**src/common/strap_pkg.sv**
```systemverilog
// Behaviour
// - pin-selected equalization applies only while management select is in pin mode.
// - in management mode each channel takes eq and de-emphasis from its registers.
// - in management mode bank B eq pins become target address bits 2 and 3.
// - pin-selected de-emphasis applies only in pin mode, per bank from its own pins.
// - management mode reuses bank A de-emph pins as bus clock/data, bank B as address.
// - rate strap: low=gen1/2, float=auto with de-emph, 20k down=gen3 plain, high=reserved.
// - loop strap: low routes A in to B out, float normal, high routes B in to A out.
// - receiver-detect strap selects low-value or high-impedance input termination.
// - cable-absent high puts device in low power, low enables normal operation.
// - load request driven low starts an attempt to read settings from the eeprom.
// - failed eeprom load stalls forever and refuses all management access.
// - while stalled on failure the load-status output stays high.
// - management select: high gives target register access, float eeprom load, low pins.
// - load-status low when load passed, high when failed or incomplete.
package strap_pkg;
  // four-level strap codes
  localparam logic [1:0] LVL_LOW = 2'h0; // strong to ground
  localparam logic [1:0] LVL_WEAK_LOW = 2'h1; // weak pull-down
  localparam logic [1:0] LVL_FLOAT = 2'h2; // floating
  localparam logic [1:0] LVL_HIGH = 2'h3; // strong to supply
  // rate modes
  localparam logic [1:0] RATE_GEN12 = 2'h0;
  localparam logic [1:0] RATE_AUTO = 2'h1;
  localparam logic [1:0] RATE_GEN3 = 2'h2;
  localparam logic [1:0] RATE_RSVD = 2'h3;
  // loop routes
  localparam logic [1:0] LOOP_NORMAL = 2'h0;
  localparam logic [1:0] LOOP_A_TO_B = 2'h1;
  localparam logic [1:0] LOOP_B_TO_A = 2'h2;
  // management modes
  localparam logic [1:0] MGMT_PIN = 2'h0;
  localparam logic [1:0] MGMT_EEPROM = 2'h1;
  localparam logic [1:0] MGMT_TARGET = 2'h2;
  localparam int NUM_CH = 8;
  localparam int BANK_CH = 4;
  localparam int SETTLE_CYCLES = 4; // strap stability filter length
  localparam logic [2:0] SETTLE_MAX = 3'h3;
  localparam logic [2:0] SETTLE_ZERO = 3'h0;
endpackage : strap_pkg

```
**src/rtl/strap_filter.sv**
```systemverilog
`timescale 1ns/10ps
// holds a two-bit strap code until the raw level stays steady
module strap_filter (
  input wire logic i_clk_sys, // system clock
  input wire logic i_rst_n, // sync reset, active low
  input wire logic [1:0] i_level, // raw resolved level
  input wire logic [1:0] i_rst_val, // code after reset
  output logic [1:0] o_code // filtered code
);
  import strap_pkg::*;
  logic [1:0] last_reg;
  logic [2:0] cnt_reg;
  logic [1:0] code_reg;
  // track last level and its age
  always_ff @(posedge i_clk_sys) begin
    if (!i_rst_n) begin
      last_reg <= LVL_FLOAT;
      cnt_reg <= SETTLE_ZERO;
    end else if (i_level != last_reg) begin
      last_reg <= i_level;
      cnt_reg <= SETTLE_ZERO;
    end else if (cnt_reg != SETTLE_MAX) begin
      cnt_reg <= cnt_reg + 3'h1;
    end
  end
  // adopt level once steady
  always_ff @(posedge i_clk_sys) begin
    if (!i_rst_n) begin
      code_reg <= i_rst_val;
    end else if (cnt_reg == SETTLE_MAX && i_level == last_reg) begin
      code_reg <= last_reg;
    end
  end
  assign o_code = code_reg;
endmodule : strap_filter

```
**src/rtl/strap_mode_ctrl.sv**
```systemverilog
`timescale 1ns/10ps
module strap_mode_ctrl (
  input wire logic i_clk_sys, // system clock
  input wire logic i_rst_n, // sync reset, active low
  input wire logic [1:0] i_mgmt_mode_select, // four-level code
  input wire logic [1:0] i_bank_a_eq_level, // four-level code
  input wire logic [1:0] i_bank_b_eq_level, // four-level code
  input wire logic [1:0] i_bank_a_deemph_level, // four-level code
  input wire logic [1:0] i_bank_b_deemph_level, // four-level code
  input wire logic [1:0] i_rate_select, // four-level code
  input wire logic [1:0] i_loop_route_select, // four-level code
  input wire logic [1:0] i_rx_termination_select, // four-level code
  input wire logic i_cable_absent, // high = no cable
  input wire logic i_load_req_n, // eeprom load request, active low
  input wire logic i_load_done, // eeprom engine finished
  input wire logic i_load_ok, // image valid with done
  input wire logic [2*strap_pkg::NUM_CH-1:0] i_reg_eq, // per-channel eq registers
  input wire logic [2*strap_pkg::NUM_CH-1:0] i_reg_deemph, // per-channel de-emph registers
  output logic [2*strap_pkg::NUM_CH-1:0] o_ch_eq, // applied eq per channel
  output logic [2*strap_pkg::NUM_CH-1:0] o_ch_deemph, // applied de-emph per channel
  output logic [1:0] o_mgmt_mode, // decoded management mode
  output logic [3:0] o_target_addr_straps, // target address bits
  output logic [1:0] o_bus_clk_data_level, // bus clk/data pin levels
  output logic o_bus_pins_active, // de-emph pins act as bus
  output logic [1:0] o_rate_mode, // decoded rate mode
  output logic [1:0] o_loop_route, // decoded loop route
  output logic o_rx_term_low, // 1 = low-value termination
  output logic o_low_power, // low power mode
  output logic o_load_start, // one-cycle load start pulse
  output logic o_mgmt_access_en, // management access allowed
  output logic o_load_status // high = failed or incomplete
);
  import strap_pkg::*;
  typedef enum {LD_IDLE, LD_BUSY, LD_PASS, LD_STALL} load_e;
  logic [1:0] f_mgmt, f_eqa, f_eqb, f_dema, f_demb, f_rate, f_loop, f_rx;
  load_e ld_reg;
  load_e ld_next;
  logic req_n_reg;
  logic [2*NUM_CH-1:0] eq_reg, dem_reg;
  logic [1:0] mode_reg, rate_reg, loop_reg;
  logic [3:0] addr_reg;
  logic [1:0] bus_reg;
  logic term_reg, lp_reg;
  // filter every four-level strap into a stable code
  strap_filter u_f_mgmt (.i_clk_sys(i_clk_sys), .i_rst_n(i_rst_n),
    .i_level(i_mgmt_mode_select), .i_rst_val(LVL_LOW), .o_code(f_mgmt));
  strap_filter u_f_eqa (.i_clk_sys(i_clk_sys), .i_rst_n(i_rst_n),
    .i_level(i_bank_a_eq_level), .i_rst_val(LVL_LOW), .o_code(f_eqa));
  strap_filter u_f_eqb (.i_clk_sys(i_clk_sys), .i_rst_n(i_rst_n),
    .i_level(i_bank_b_eq_level), .i_rst_val(LVL_LOW), .o_code(f_eqb));
  strap_filter u_f_dema (.i_clk_sys(i_clk_sys), .i_rst_n(i_rst_n),
    .i_level(i_bank_a_deemph_level), .i_rst_val(LVL_LOW), .o_code(f_dema));
  strap_filter u_f_demb (.i_clk_sys(i_clk_sys), .i_rst_n(i_rst_n),
    .i_level(i_bank_b_deemph_level), .i_rst_val(LVL_LOW), .o_code(f_demb));
  strap_filter u_f_rate (.i_clk_sys(i_clk_sys), .i_rst_n(i_rst_n),
    .i_level(i_rate_select), .i_rst_val(LVL_FLOAT), .o_code(f_rate));
  strap_filter u_f_loop (.i_clk_sys(i_clk_sys), .i_rst_n(i_rst_n),
    .i_level(i_loop_route_select), .i_rst_val(LVL_FLOAT), .o_code(f_loop));
  strap_filter u_f_rx (.i_clk_sys(i_clk_sys), .i_rst_n(i_rst_n),
    .i_level(i_rx_termination_select), .i_rst_val(LVL_HIGH), .o_code(f_rx));

  // management mode decode
  always_ff @(posedge i_clk_sys) begin
    if (!i_rst_n) begin
      mode_reg <= MGMT_PIN;
    end else begin
      case (f_mgmt)
        LVL_HIGH: mode_reg <= MGMT_TARGET;
        LVL_FLOAT: mode_reg <= MGMT_EEPROM;
        default: mode_reg <= MGMT_PIN;
      endcase
    end
  end

  // per-channel eq and de-emph: banks in pin mode, registers otherwise
  generate
    for (genvar ch = 0; ch < NUM_CH; ch++) begin : g_ch
      always_ff @(posedge i_clk_sys) begin
        if (!i_rst_n) begin
          eq_reg[2*ch +: 2] <= LVL_LOW;
          dem_reg[2*ch +: 2] <= LVL_LOW;
        end else if (mode_reg == MGMT_PIN) begin
          eq_reg[2*ch +: 2] <= (ch < BANK_CH) ? f_eqa : f_eqb;
          dem_reg[2*ch +: 2] <= (ch < BANK_CH) ? f_dema : f_demb;
        end else begin
          eq_reg[2*ch +: 2] <= i_reg_eq[2*ch +: 2];
          dem_reg[2*ch +: 2] <= i_reg_deemph[2*ch +: 2];
        end
      end
    end
  endgenerate

  // pin reuse as address and bus lines outside pin mode
  always_ff @(posedge i_clk_sys) begin
    if (!i_rst_n) begin
      addr_reg <= 4'h0;
      bus_reg <= 2'h0;
    end else if (f_mgmt == LVL_HIGH || f_mgmt == LVL_FLOAT) begin
      // same decode as the mode register, so address and mode switch on one edge
      addr_reg <= {f_eqb, f_demb};
      bus_reg <= {i_bank_a_deemph_level[1], i_bank_a_deemph_level[0]};
    end else begin
      addr_reg <= 4'h0;
      bus_reg <= 2'h0;
    end
  end

  // rate, loop, termination and power decode
  always_ff @(posedge i_clk_sys) begin
    if (!i_rst_n) begin
      rate_reg <= RATE_AUTO;
      loop_reg <= LOOP_NORMAL;
      term_reg <= 1'h0;
      lp_reg <= 1'h0;
    end else begin
      case (f_rate)
        LVL_LOW: rate_reg <= RATE_GEN12;
        LVL_FLOAT: rate_reg <= RATE_AUTO;
        LVL_WEAK_LOW: rate_reg <= RATE_GEN3;
        default: rate_reg <= RATE_RSVD;
      endcase
      case (f_loop)
        LVL_LOW, LVL_WEAK_LOW: loop_reg <= LOOP_A_TO_B;
        LVL_HIGH: loop_reg <= LOOP_B_TO_A;
        default: loop_reg <= LOOP_NORMAL;
      endcase
      term_reg <= (f_rx == LVL_HIGH) || (f_rx == LVL_FLOAT);
      lp_reg <= i_cable_absent;
    end
  end

  // eeprom load sequencer
  always_comb begin
    ld_next = ld_reg;
    case (ld_reg)
      LD_IDLE: begin
        if (req_n_reg && !i_load_req_n) begin
          ld_next = LD_BUSY;
        end
      end
      LD_BUSY: begin
        if (i_load_done) begin
          ld_next = i_load_ok ? LD_PASS : LD_STALL;
        end
      end
      LD_PASS: begin
        if (req_n_reg && !i_load_req_n) begin
          ld_next = LD_BUSY;
        end
      end
      LD_STALL: ld_next = LD_STALL;
      default: ld_next = LD_IDLE;
    endcase
  end

  always_ff @(posedge i_clk_sys) begin
    if (!i_rst_n) begin
      ld_reg <= LD_IDLE;
      req_n_reg <= 1'h1;
    end else begin
      ld_reg <= ld_next;
      req_n_reg <= i_load_req_n;
    end
  end

  assign o_ch_eq = eq_reg;
  assign o_ch_deemph = dem_reg;
  assign o_mgmt_mode = mode_reg;
  assign o_target_addr_straps = addr_reg;
  assign o_bus_clk_data_level = bus_reg;
  assign o_bus_pins_active = (mode_reg != MGMT_PIN);
  assign o_rate_mode = rate_reg;
  assign o_loop_route = loop_reg;
  assign o_rx_term_low = term_reg;
  assign o_low_power = lp_reg;
  assign o_load_start = (ld_reg == LD_BUSY) && (ld_next == LD_BUSY) ? 1'h0 :
                        (ld_next == LD_BUSY);
  // access refused while stalled or while loading
  assign o_mgmt_access_en = (mode_reg != MGMT_PIN) && (ld_reg != LD_STALL)
                            && (ld_reg != LD_BUSY);
  assign o_load_status = (ld_reg != LD_PASS);
endmodule : strap_mode_ctrl

```
**config.mk**
```make
export PLATFORM = sky130hd
export DESIGN_NAME = strap_mode_ctrl
export DESIGN_NICKNAME = d
export VERILOG_FILES = /design/src/common/strap_pkg.sv /design/src/rtl/strap_filter.sv /design/src/rtl/strap_mode_ctrl.sv
export SDC_FILE = /design/constraint.sdc
export NUM_CORES = 1
export LEC_CHECK = 0
export BUFFER_PORTS_ARGS = -buffer_cell sky130_fd_sc_hd__buf_2
export CAP_MARGIN = 20
export CORE_MARGIN = 2
export CORE_UTILIZATION = 35
export CTS_BUF_LIST = sky130_fd_sc_hd__clkbuf_16
export DETAILED_ROUTE_END_ITERATION = 12
export GPL_TIMING_DRIVEN = 0
export MAX_ROUTING_LAYER = met4
export PLACE_DENSITY = 0.59
export SKIP_CTS_REPAIR_TIMING = 1
export SYNTH_ARGS = -nofsm -noshare
export SYNTH_HDL_FRONTEND = slang
export SYNTH_SLANG_ARGS = --single-unit
```
**constraint.sdc**
```tcl
create_clock -name i_clk_sys -period 1.89 [get_ports i_clk_sys]
set_input_delay 0.378 -clock i_clk_sys [delete_from_list [all_inputs] [get_ports i_clk_sys]]
set_output_delay 0.378 -clock i_clk_sys [all_outputs]
set_load 0.02 [all_outputs]
```
# Word level (Yosys, flattened, before mapping)
# Index checks and enable logic that the tools add are counted.
# Widths: inputs -> output; s select.
# totals
memories	0
romBits	0
latch_bits	0
out_inout_bits	50
ram_bits	0
elab_cells	161
register_bits	135
input_bits	54
# op_classes
n_mul	0
bitwise_logic	1
n_mux	24
n_reduce_logical	31
n_div	0
n_addsub	8
order_cmp	0
shift	0
eq_ne	48
# ops
operator	n
$eq 32x2->1 const B	4
$pmux 32 s3	1
$mux 32	2
$ne 32x3->1 const B	2
$eq 32x1->1 const B	1
$logic_not 32->1	1
$mux 2	16
$ne 32x2->1 const B	1
$add 3x1->3 const B	8
$eq 3x2->1 const B	8
$ne 3x2->1 const B	8
$reduce_or 2->1	10
$eq 2x2->1	8
$ne 2x2->1	8
$eq 2x2->1 const B	6
$logic_and 1x1->1	12
$pmux 2 s2	2
$logic_not 2->1	3
$pmux 2 s3	1
$eq 2x1->1 const B	2
$logic_or 1x1->1	2
$mux 1	2
$reduce_and 2->1	1
$reduce_bool 2->1	1
other kinds (2)	2

# Depth between registers and ports, before layout
# Gate-level depths: netlist of the first run.
# depth
word_depth	7
depth_mapped	6
depth_no_buf	5

# Hierarchy
# A second synthesis of the first run with hierarchy kept.
# unflattened
hier_cells	408
hier_area_um2	4672.0
# modules_own_cells
mod	n_inst	cells_per_inst	seq_area_each_um2	area_each_um2
strap_filter	8	26	160.2	312.8
strap_mode_ctrl	1	200	1581.5	2169.6

# Worst setup path before layout of the first run
# Ideal clock, no wire load.
# synth_timing
path_kind	flip-flop to output port
startpoint	reg mode_reg[1], in the netlist o_mgmt_mode[1]
endpoint	out o_mgmt_access_en
n_path_buf	1
stages_incl_launch_ff	5
arrival_time_ns	1.370
t_required_ns	1.512
setup_slack_ns	0.142
cell_sequence	dfxtp_1 nor2_2 clkinv_1 clkbuf_1 o31a_2
# synth_between
elab_chain_len	3
# synth_rtl
item	line_no	rtl
start: declaration	strap_mode_ctrl.sv:40	logic [1:0] mode_reg, rate_reg, loop_reg;
start signal: assignment	strap_mode_ctrl.sv:65	mode_reg <= MGMT_PIN;
start signal: assignment	strap_mode_ctrl.sv:68	LVL_HIGH: mode_reg <= MGMT_TARGET;
start signal: assignment	strap_mode_ctrl.sv:69	LVL_FLOAT: mode_reg <= MGMT_EEPROM;
$reduce_bool 2->1	--	
net o_bus_pins_active	strap_mode_ctrl.sv:24	output logic o_bus_pins_active,
$logic_and 1x1->1	strap_mode_ctrl.sv:179	assign o_mgmt_access_en = (mode_reg != MGMT_PIN) && (ld_reg != LD_STALL)
$logic_and 1x1->1	strap_mode_ctrl.sv:180	&& (ld_reg != LD_BUSY);
end: declaration	strap_mode_ctrl.sv:30	output logic o_mgmt_access_en,
# The timed path passes the listed nets, and every way through them passes these cells.

# Worst setup path in the final report of the first run
# layout_timing
startpoint	reg ld_reg[18]
endpoint	out o_load_status
# layout_between
elab_chain_len	1
# layout_rtl
item	line_no	rtl
start: declaration	strap_mode_ctrl.sv:36	load_e ld_reg;
start signal: assignment	strap_mode_ctrl.sv:161	ld_reg <= ld_next;
$ne 32x3->1	strap_mode_ctrl.sv:181	assign o_load_status = (ld_reg != LD_PASS);
end: declaration	strap_mode_ctrl.sv:31	output logic o_load_status
# No other way between the ends.

==> flow_metrics.tcl, run 1 <==
set metrics [dict create \
    outcome "complete, but fails checks" \
    violations "negative setup slack" \
    critPathMaxFanout 3 \
    start_util_pct 35.91 \
    numClockSinks 134 \
    cts_tree "done" \
    syn2layout_area_growth_pct 33.96 \
    grt_pass1_vias 3363 \
    critPathMaxStageDelay_ps 550 \
    cts_inserted_buffers 17 \
    worstSetupEndpoint "o_load_status" \
    syn_inst 450 \
    setup_violations 3 \
    reg2reg_setup_slack_ps 350 \
    path_depth 4 \
    relSlewSlack_pct 54.63 \
    yosys-top-cells-area "dfxtp_1 59%, a21oi_1 5.5%, ha_1 4.4%" \
    root_buffer "clkbuf_16" \
    drt-wirelength-per-cell_um 12.30 \
    synth_most_common_cell "dfxtp_1" \
    design.die.area_mm2 0.01393 \
    worst_slew_pin_slew_ps 680.6 \
    fp.dieW_um 118.0 \
    crit_start "ld_reg[18]$_SDFF_PN0_" \
    end_kind "primary output" \
    cp_cell_sequence "nor4_4, nand4_1, or4b_4, buf_6" \
    num_vias 3546 \
    place_inst 754 \
    synthXorXnorAreaFrac_pct 6.544 \
    powerDensity_mw_per_mm2 998.0 \
    cp_num_buf_inv 1 \
    synthMuxAreaShare_pct 1.760 \
    grt_max_degree 17 \
    antenna_found_initial 2 \
    clk_pin_slew_worst_paths_ps 50 \
    crit_required_ps 1510 \
    grt-busiest-layer "met2" \
    synth_flop_cell "dfxtp_1" \
    io_pins 104 \
    synth-simple-area-share_pct 15.97 \
    synthArstFlopShare_pct 0 \
    synthAdderAreaFrac_pct 4.399 \
    clk_latency_ps 410 \
    rows 41 \
    hold_viol 0 \
    synth_edf_count 0 \
    ir_worst_vdd_mv 0.6372 \
    r2r-end "u_f_dema.o_code[1]$_SDFFE_PN0P_" \
    drt_iter0_markers 150 \
    gr-usage-met1_pct 17.33 \
    syn_area_mm2 0.004551 \
    track_usage_pct 15.30 \
    nets 683 \
    start_kind "flip-flop" \
    synth_commonest_cells "134 x dfxtp_1, 50 x a21oi_1, 44 x nand2_1" \
    maxCapViolations 0 \
    path_delay_family "simple AND/OR/NAND/NOR gates" \
    drv_slew 0 \
    synth_area_leader_cell "dfxtp_1" \
    cts_max_path_buffers 2 \
    ys_seq_area_share_pct 58.95 \
    avgSynthCellArea_um2 10.11 \
    largest_reg_flops 32 \
    p_leak_uw 0.002648 \
    hold_path_class "input pin to flip-flop" \
    use_met3_pct 6.928 \
    ant_nets 0 \
    portBuffers 103 \
    stdcell_count 800 \
    setup_slack_ps -369.2 \
    overflow 0 \
    grtUsageMet2_pct 23.80 \
    wl_um 9842 \
    skew_ps 9.028 \
    worstReg2RegStart "u_f_dema.cnt_reg[0]$_SDFFE_PP0N_" \
    fmax_ghz 0.4426 \
    period_share_pct 119.5 \
    p_total_uw 6084 \
    synth-compound-area-share_pct 9.046 \
    die_h_um 118.0 \
    r2r_cells 6 \
    synth_top_family_by_area "simple AND/OR/NAND/NOR gates" \
    grt_pass1_wl_um 16050 \
    rsz0062_at_grt "true" \
    critPathKind "flip-flop to primary output" \
    core_mm2 0.01267 \
    period_minus_slack_ps 2259 \
    drt-pass1-iter-count 6 \
    cp_data_arrival_time_ps 1880 \
    viasPerCell 4.433 \
    whs_ps 162.9 \
    dp_hpwl_um 7200 \
    synth_warnings 0 \
    place_congestion 0.7719 \
    synth_top_area_share_pct 58.95 \
    clock_tree.htree_level_count 4 \
    crit_slowest_cell "or4b_4" \
    drc 0 \
    yosys.cell_types.count 32 \
    final_layout_size_suffix_gt1_share_pct 24.92 \
    ys_ff_latch 134 \
]
## worst min-delay path by stage
stage                                    start                         to  cells past startpoint
5_1_grt                           i_load_req_n       req_n_reg$_SDFF_PN1_                      2
4_1_cts                           i_load_req_n       req_n_reg$_SDFF_PN1_                      2
6_report                          i_load_req_n       req_n_reg$_SDFF_PN1_                      2
2_1_floorplan  u_f_mgmt.o_code[0]$_SDFFE_PN0P_  o_mgmt_mode[0]$_SDFF_PN0_                      1
3_3_place_gp     u_f_rx.o_code[1]$_SDFFE_PN1P_   o_rx_term_low$_SDFF_PN0_                      2
3_5_place_dp   u_f_rate.o_code[0]$_SDFFE_PN0P_  o_rate_mode[1]$_SDFF_PN0_                      2
## layout by cell type (no fill, tap or decap), drive strengths merged, types with 3 or more instances in the layout
| master | Yosys | final |
|---|---|---|
| a211o | 3 | 3 |
| a21oi | 50 | 50 |
| and2 | 9 | 9 |
| and3 | 8 | 8 |
| and4 | 5 | 5 |
| buf | 1 | 117 |
| clkbuf | 19 | 35 |
| clkinv | 1 | 8 |
| clkinvlp | 0 | 4 |
| conb | 1 | 30 |
| dfxtp | 134 | 134 |
| ha | 16 | 16 |
| inv | 18 | 21 |
| mux2i | 8 | 8 |
| nand2 | 44 | 44 |
| nand2b | 10 | 10 |
| nand3 | 11 | 11 |
| nand4 | 12 | 12 |
| nor2 | 38 | 38 |
| nor4 | 7 | 7 |
| o31ai | 10 | 10 |
| xnor2 | 16 | 16 |
| xor2 | 18 | 18 |
## final cells by class
class	count	area, um2
multi-input combinational	306	1883
clock inverter	15	98.84
antenna	2	5.005
timing repair buffer	115	620.6
inverter	19	75.07
clock buffer	17	425.4
sequential	134	2685
fill	1195	6575
tap	172	215.2
buffer	20	87.58
## through the flow
step | TNS [ps] | cell area [um2] | util [%] | setup WS, ps
after floorplan | 0 | 4659 | - | 142.0
after global placement | -235.6 | 5390 | 42.54 | -141.4
after detailed placement | -390.4 | 5390 | 42.54 | -192.0
after CTS | -1960 | 5914 | 46.68 | -639.5
after global routing | -1146 | 6096 | 48.11 | -464.7
final | -814.3 | 6096 | 48.11 | -369.2
## cell families after synthesis
kind of cell,Yosys count
flops,134
mux,8
xor+xnor,34
buf+inv,39
other cells,1
compound gates,71
simple gates,147
fa+ha+maj,16
## where the power goes
part           total, uW  internal (uW)  leakage, uW  switching [uW]
clock network       2880           1760     0.000262            1120
registers           2940           2900      0.00110            41.6
logic                261            113      0.00129             148
total               6080           4770      0.00265            1310
## routing by layer
layer	vias up	part of all wire [%]
li1	1827	-
met1	1592	45
met2	113	46
met3	14	7.7
met4	0	1.4
met5	-	0
(Power assumes the default switching activity.)
==> run 2: changes to the inputs <==
==> constraint.sdc (replaced) <==
create_clock -name i_clk_sys -period 2.8 [get_ports i_clk_sys]
set_input_delay 0.56 -clock i_clk_sys [delete_from_list [all_inputs] [get_ports i_clk_sys]]
set_output_delay 0.56 -clock i_clk_sys [all_outputs]
set_load 0.02 [all_outputs]
==> run 2 against run 1 <==
  * The flow now finishes without violations
  * Worst hold slack better by 180 ps
  * Register-to-register slack improved by 920 ps
  * Wire length decreased by 1.4%
  * Sequential power shrank 33%
  * Non-clock buffer count shrank 12
  * Sequential cell count is the same
  * Clock skew hardly changed
  * Largest cell class unchanged
  * Largest power group unchanged
==> flow_metrics.tcl, run 2 (synthesis results as in run 1) <==
set metrics [dict create \
    outcome "completed" \
    final_cell_mix "134 x dfxtp_1, 104 x buf_2, 50 x a21oi_1" \
    start_kind "flip-flop" \
    setup_violations 0 \
    p_leak_uw 0.002582 \
    drt-pass1-iter-count 4 \
    drc 0 \
    regArea_mm2 0.002683 \
    critPathKind "flip-flop to primary output" \
    clk_latency_ps 410 \
    cts_max_path_buffers 2 \
    grt_max_degree 17 \
    num_vias 3507 \
    critPathMaxFanout 5 \
    place_ws_ps 536.0 \
    final.setup.tns_ps 0 \
    skew_ps 9.386 \
    grt-busiest-layer "met2" \
    hold_start "i_load_req_n" \
    worst_slew_pin_slew_ps 682.2 \
    rows 41 \
    core_mm2 0.01267 \
    grt_pass1_wl_um 16050 \
    cts_inserted_buffers 17 \
    end_kind "primary output" \
    syn2layout_area_growth_pct 30.19 \
    period_minus_slack_ps 2554 \
    clk_pin_slew_worst_paths_ps 50 \
    viasPerCell 4.451 \
    gr-usage-met1_pct 17.33 \
    track_usage_pct 15.30 \
    drv_slew 0 \
    p_total_uw 4101 \
    nets 671 \
    fillers 1217 \
    ant_nets 0 \
    fin_util_pct 46.76 \
    root_buffer "clkbuf_16" \
    start_util_pct 35.91 \
    design.die.area_mm2 0.01393 \
    io_pins 104 \
    powerDensity_mw_per_mm2 692.3 \
    hold_viol 0 \
    p_switching_uw 882.7 \
    combPwrFrac_pct 4.3 \
    antenna_found_initial 2 \
    wl_um 9706 \
    use_met3_pct 6.928 \
    grtUsageMet2_pct 23.80 \
    setup_slack_ps 245.7 \
    overflow 0 \
    ir_worst_vdd_mv 0.4302 \
    rsz0062_at_grt "false" \
    crit_required_ps 2240 \
    multi_input_area_mm2 0.001834 \
    period_share_pct 91.23 \
    die_h_um 118.0 \
    layout_commonest_cell "dfxtp_1" \
    numClockSinks 134 \
    p_seq_share_pct 48.3 \
    power.share.clock_pct 47.4 \
    dp_hpwl_um 7200 \
    portBuffers 103 \
    drt-wirelength-per-cell_um 12.32 \
    maxCapViolations 0 \
    p_int_uw 3219 \
    crit_start "ld_reg[2]$_SDFF_PN0_" \
    relSlewSlack_pct 54.52 \
    largest_reg_flops 32 \
    hold_path_class "input pin to flip-flop" \
    worstReg2RegStart "u_f_dema.cnt_reg[0]$_SDFFE_PP0N_" \
    final_layout_size_suffix_gt1_share_pct 21.66 \
    p_sw_share_pct 21.52 \
    fmax_ghz 0.3915 \
    cts_tree "done" \
    grt_pass1_vias 3363 \
    place_congestion 0.7719 \
    cp_data_arrival_time_ps 1990 \
    drt_iter0_markers 172 \
    fp.dieW_um 118.0 \
    clock_tree.htree_level_count 4 \
]
-- run 2: routing by layer --
metal	part of all wire [%]	up-vias
met4	1.3	0
met5	0	-
met3	8.0	12
met2	46	117
li1	-	1801
met1	45	1577
-- run 2: area by class of cell --
cell class / count / share of cell area, %
multi-input cells: 306 / 30.96
clock buffers: 17 / 7.181
well taps: 172 / 3.633
inverters: 19 / 1.204
flip-flops and latches: 134 / 45.28
repair buffers: 103 / 8.701
diodes: 2 / 0.08448
plain buffers: 20 / 1.288
clock inverters: 15 / 1.668
-- run 2: path summary, 6_finish.rpt --
path                                          end  slack, ps  cells past startpoint
hold reg to reg          o_rx_term_low$_SDFF_PN0_        440                      2
hold / removal               req_n_reg$_SDFF_PN1_        350                      2
setup / recovery                    o_load_status        250                      4
setup reg to reg  u_f_dema.o_code[1]$_SDFFE_PN0P_       1270                      6
-- run 2: metrics by stage --
step	instance area [um2]	instances	hold slack, ps
detailed placement	5390	754	432.5
global route	5924	788	354.4
finish	5924	788	346.9
CTS	5914	786	337.7
global placement	5390	754	426.1
floorplan	4659	479	403.0
-- run 2: worst max-delay path, stage by stage (launching register included) --
cell and delay, ps:
dfxtp_1 290, nor4_1 330, nand4_1 250, or4b_1 540
buf_2 170
-- run 2: power groups by stage --
stage	clock (uW)	sequential [uW]	combinational, uW
4_1_cts	2000	1980	177
3_5_place_dp	0	2020	176
3_3_place_gp	0	2020	170
2_1_floorplan	0	2020	96.3
5_1_grt	2090	1990	202
6_report	1940	1980	175
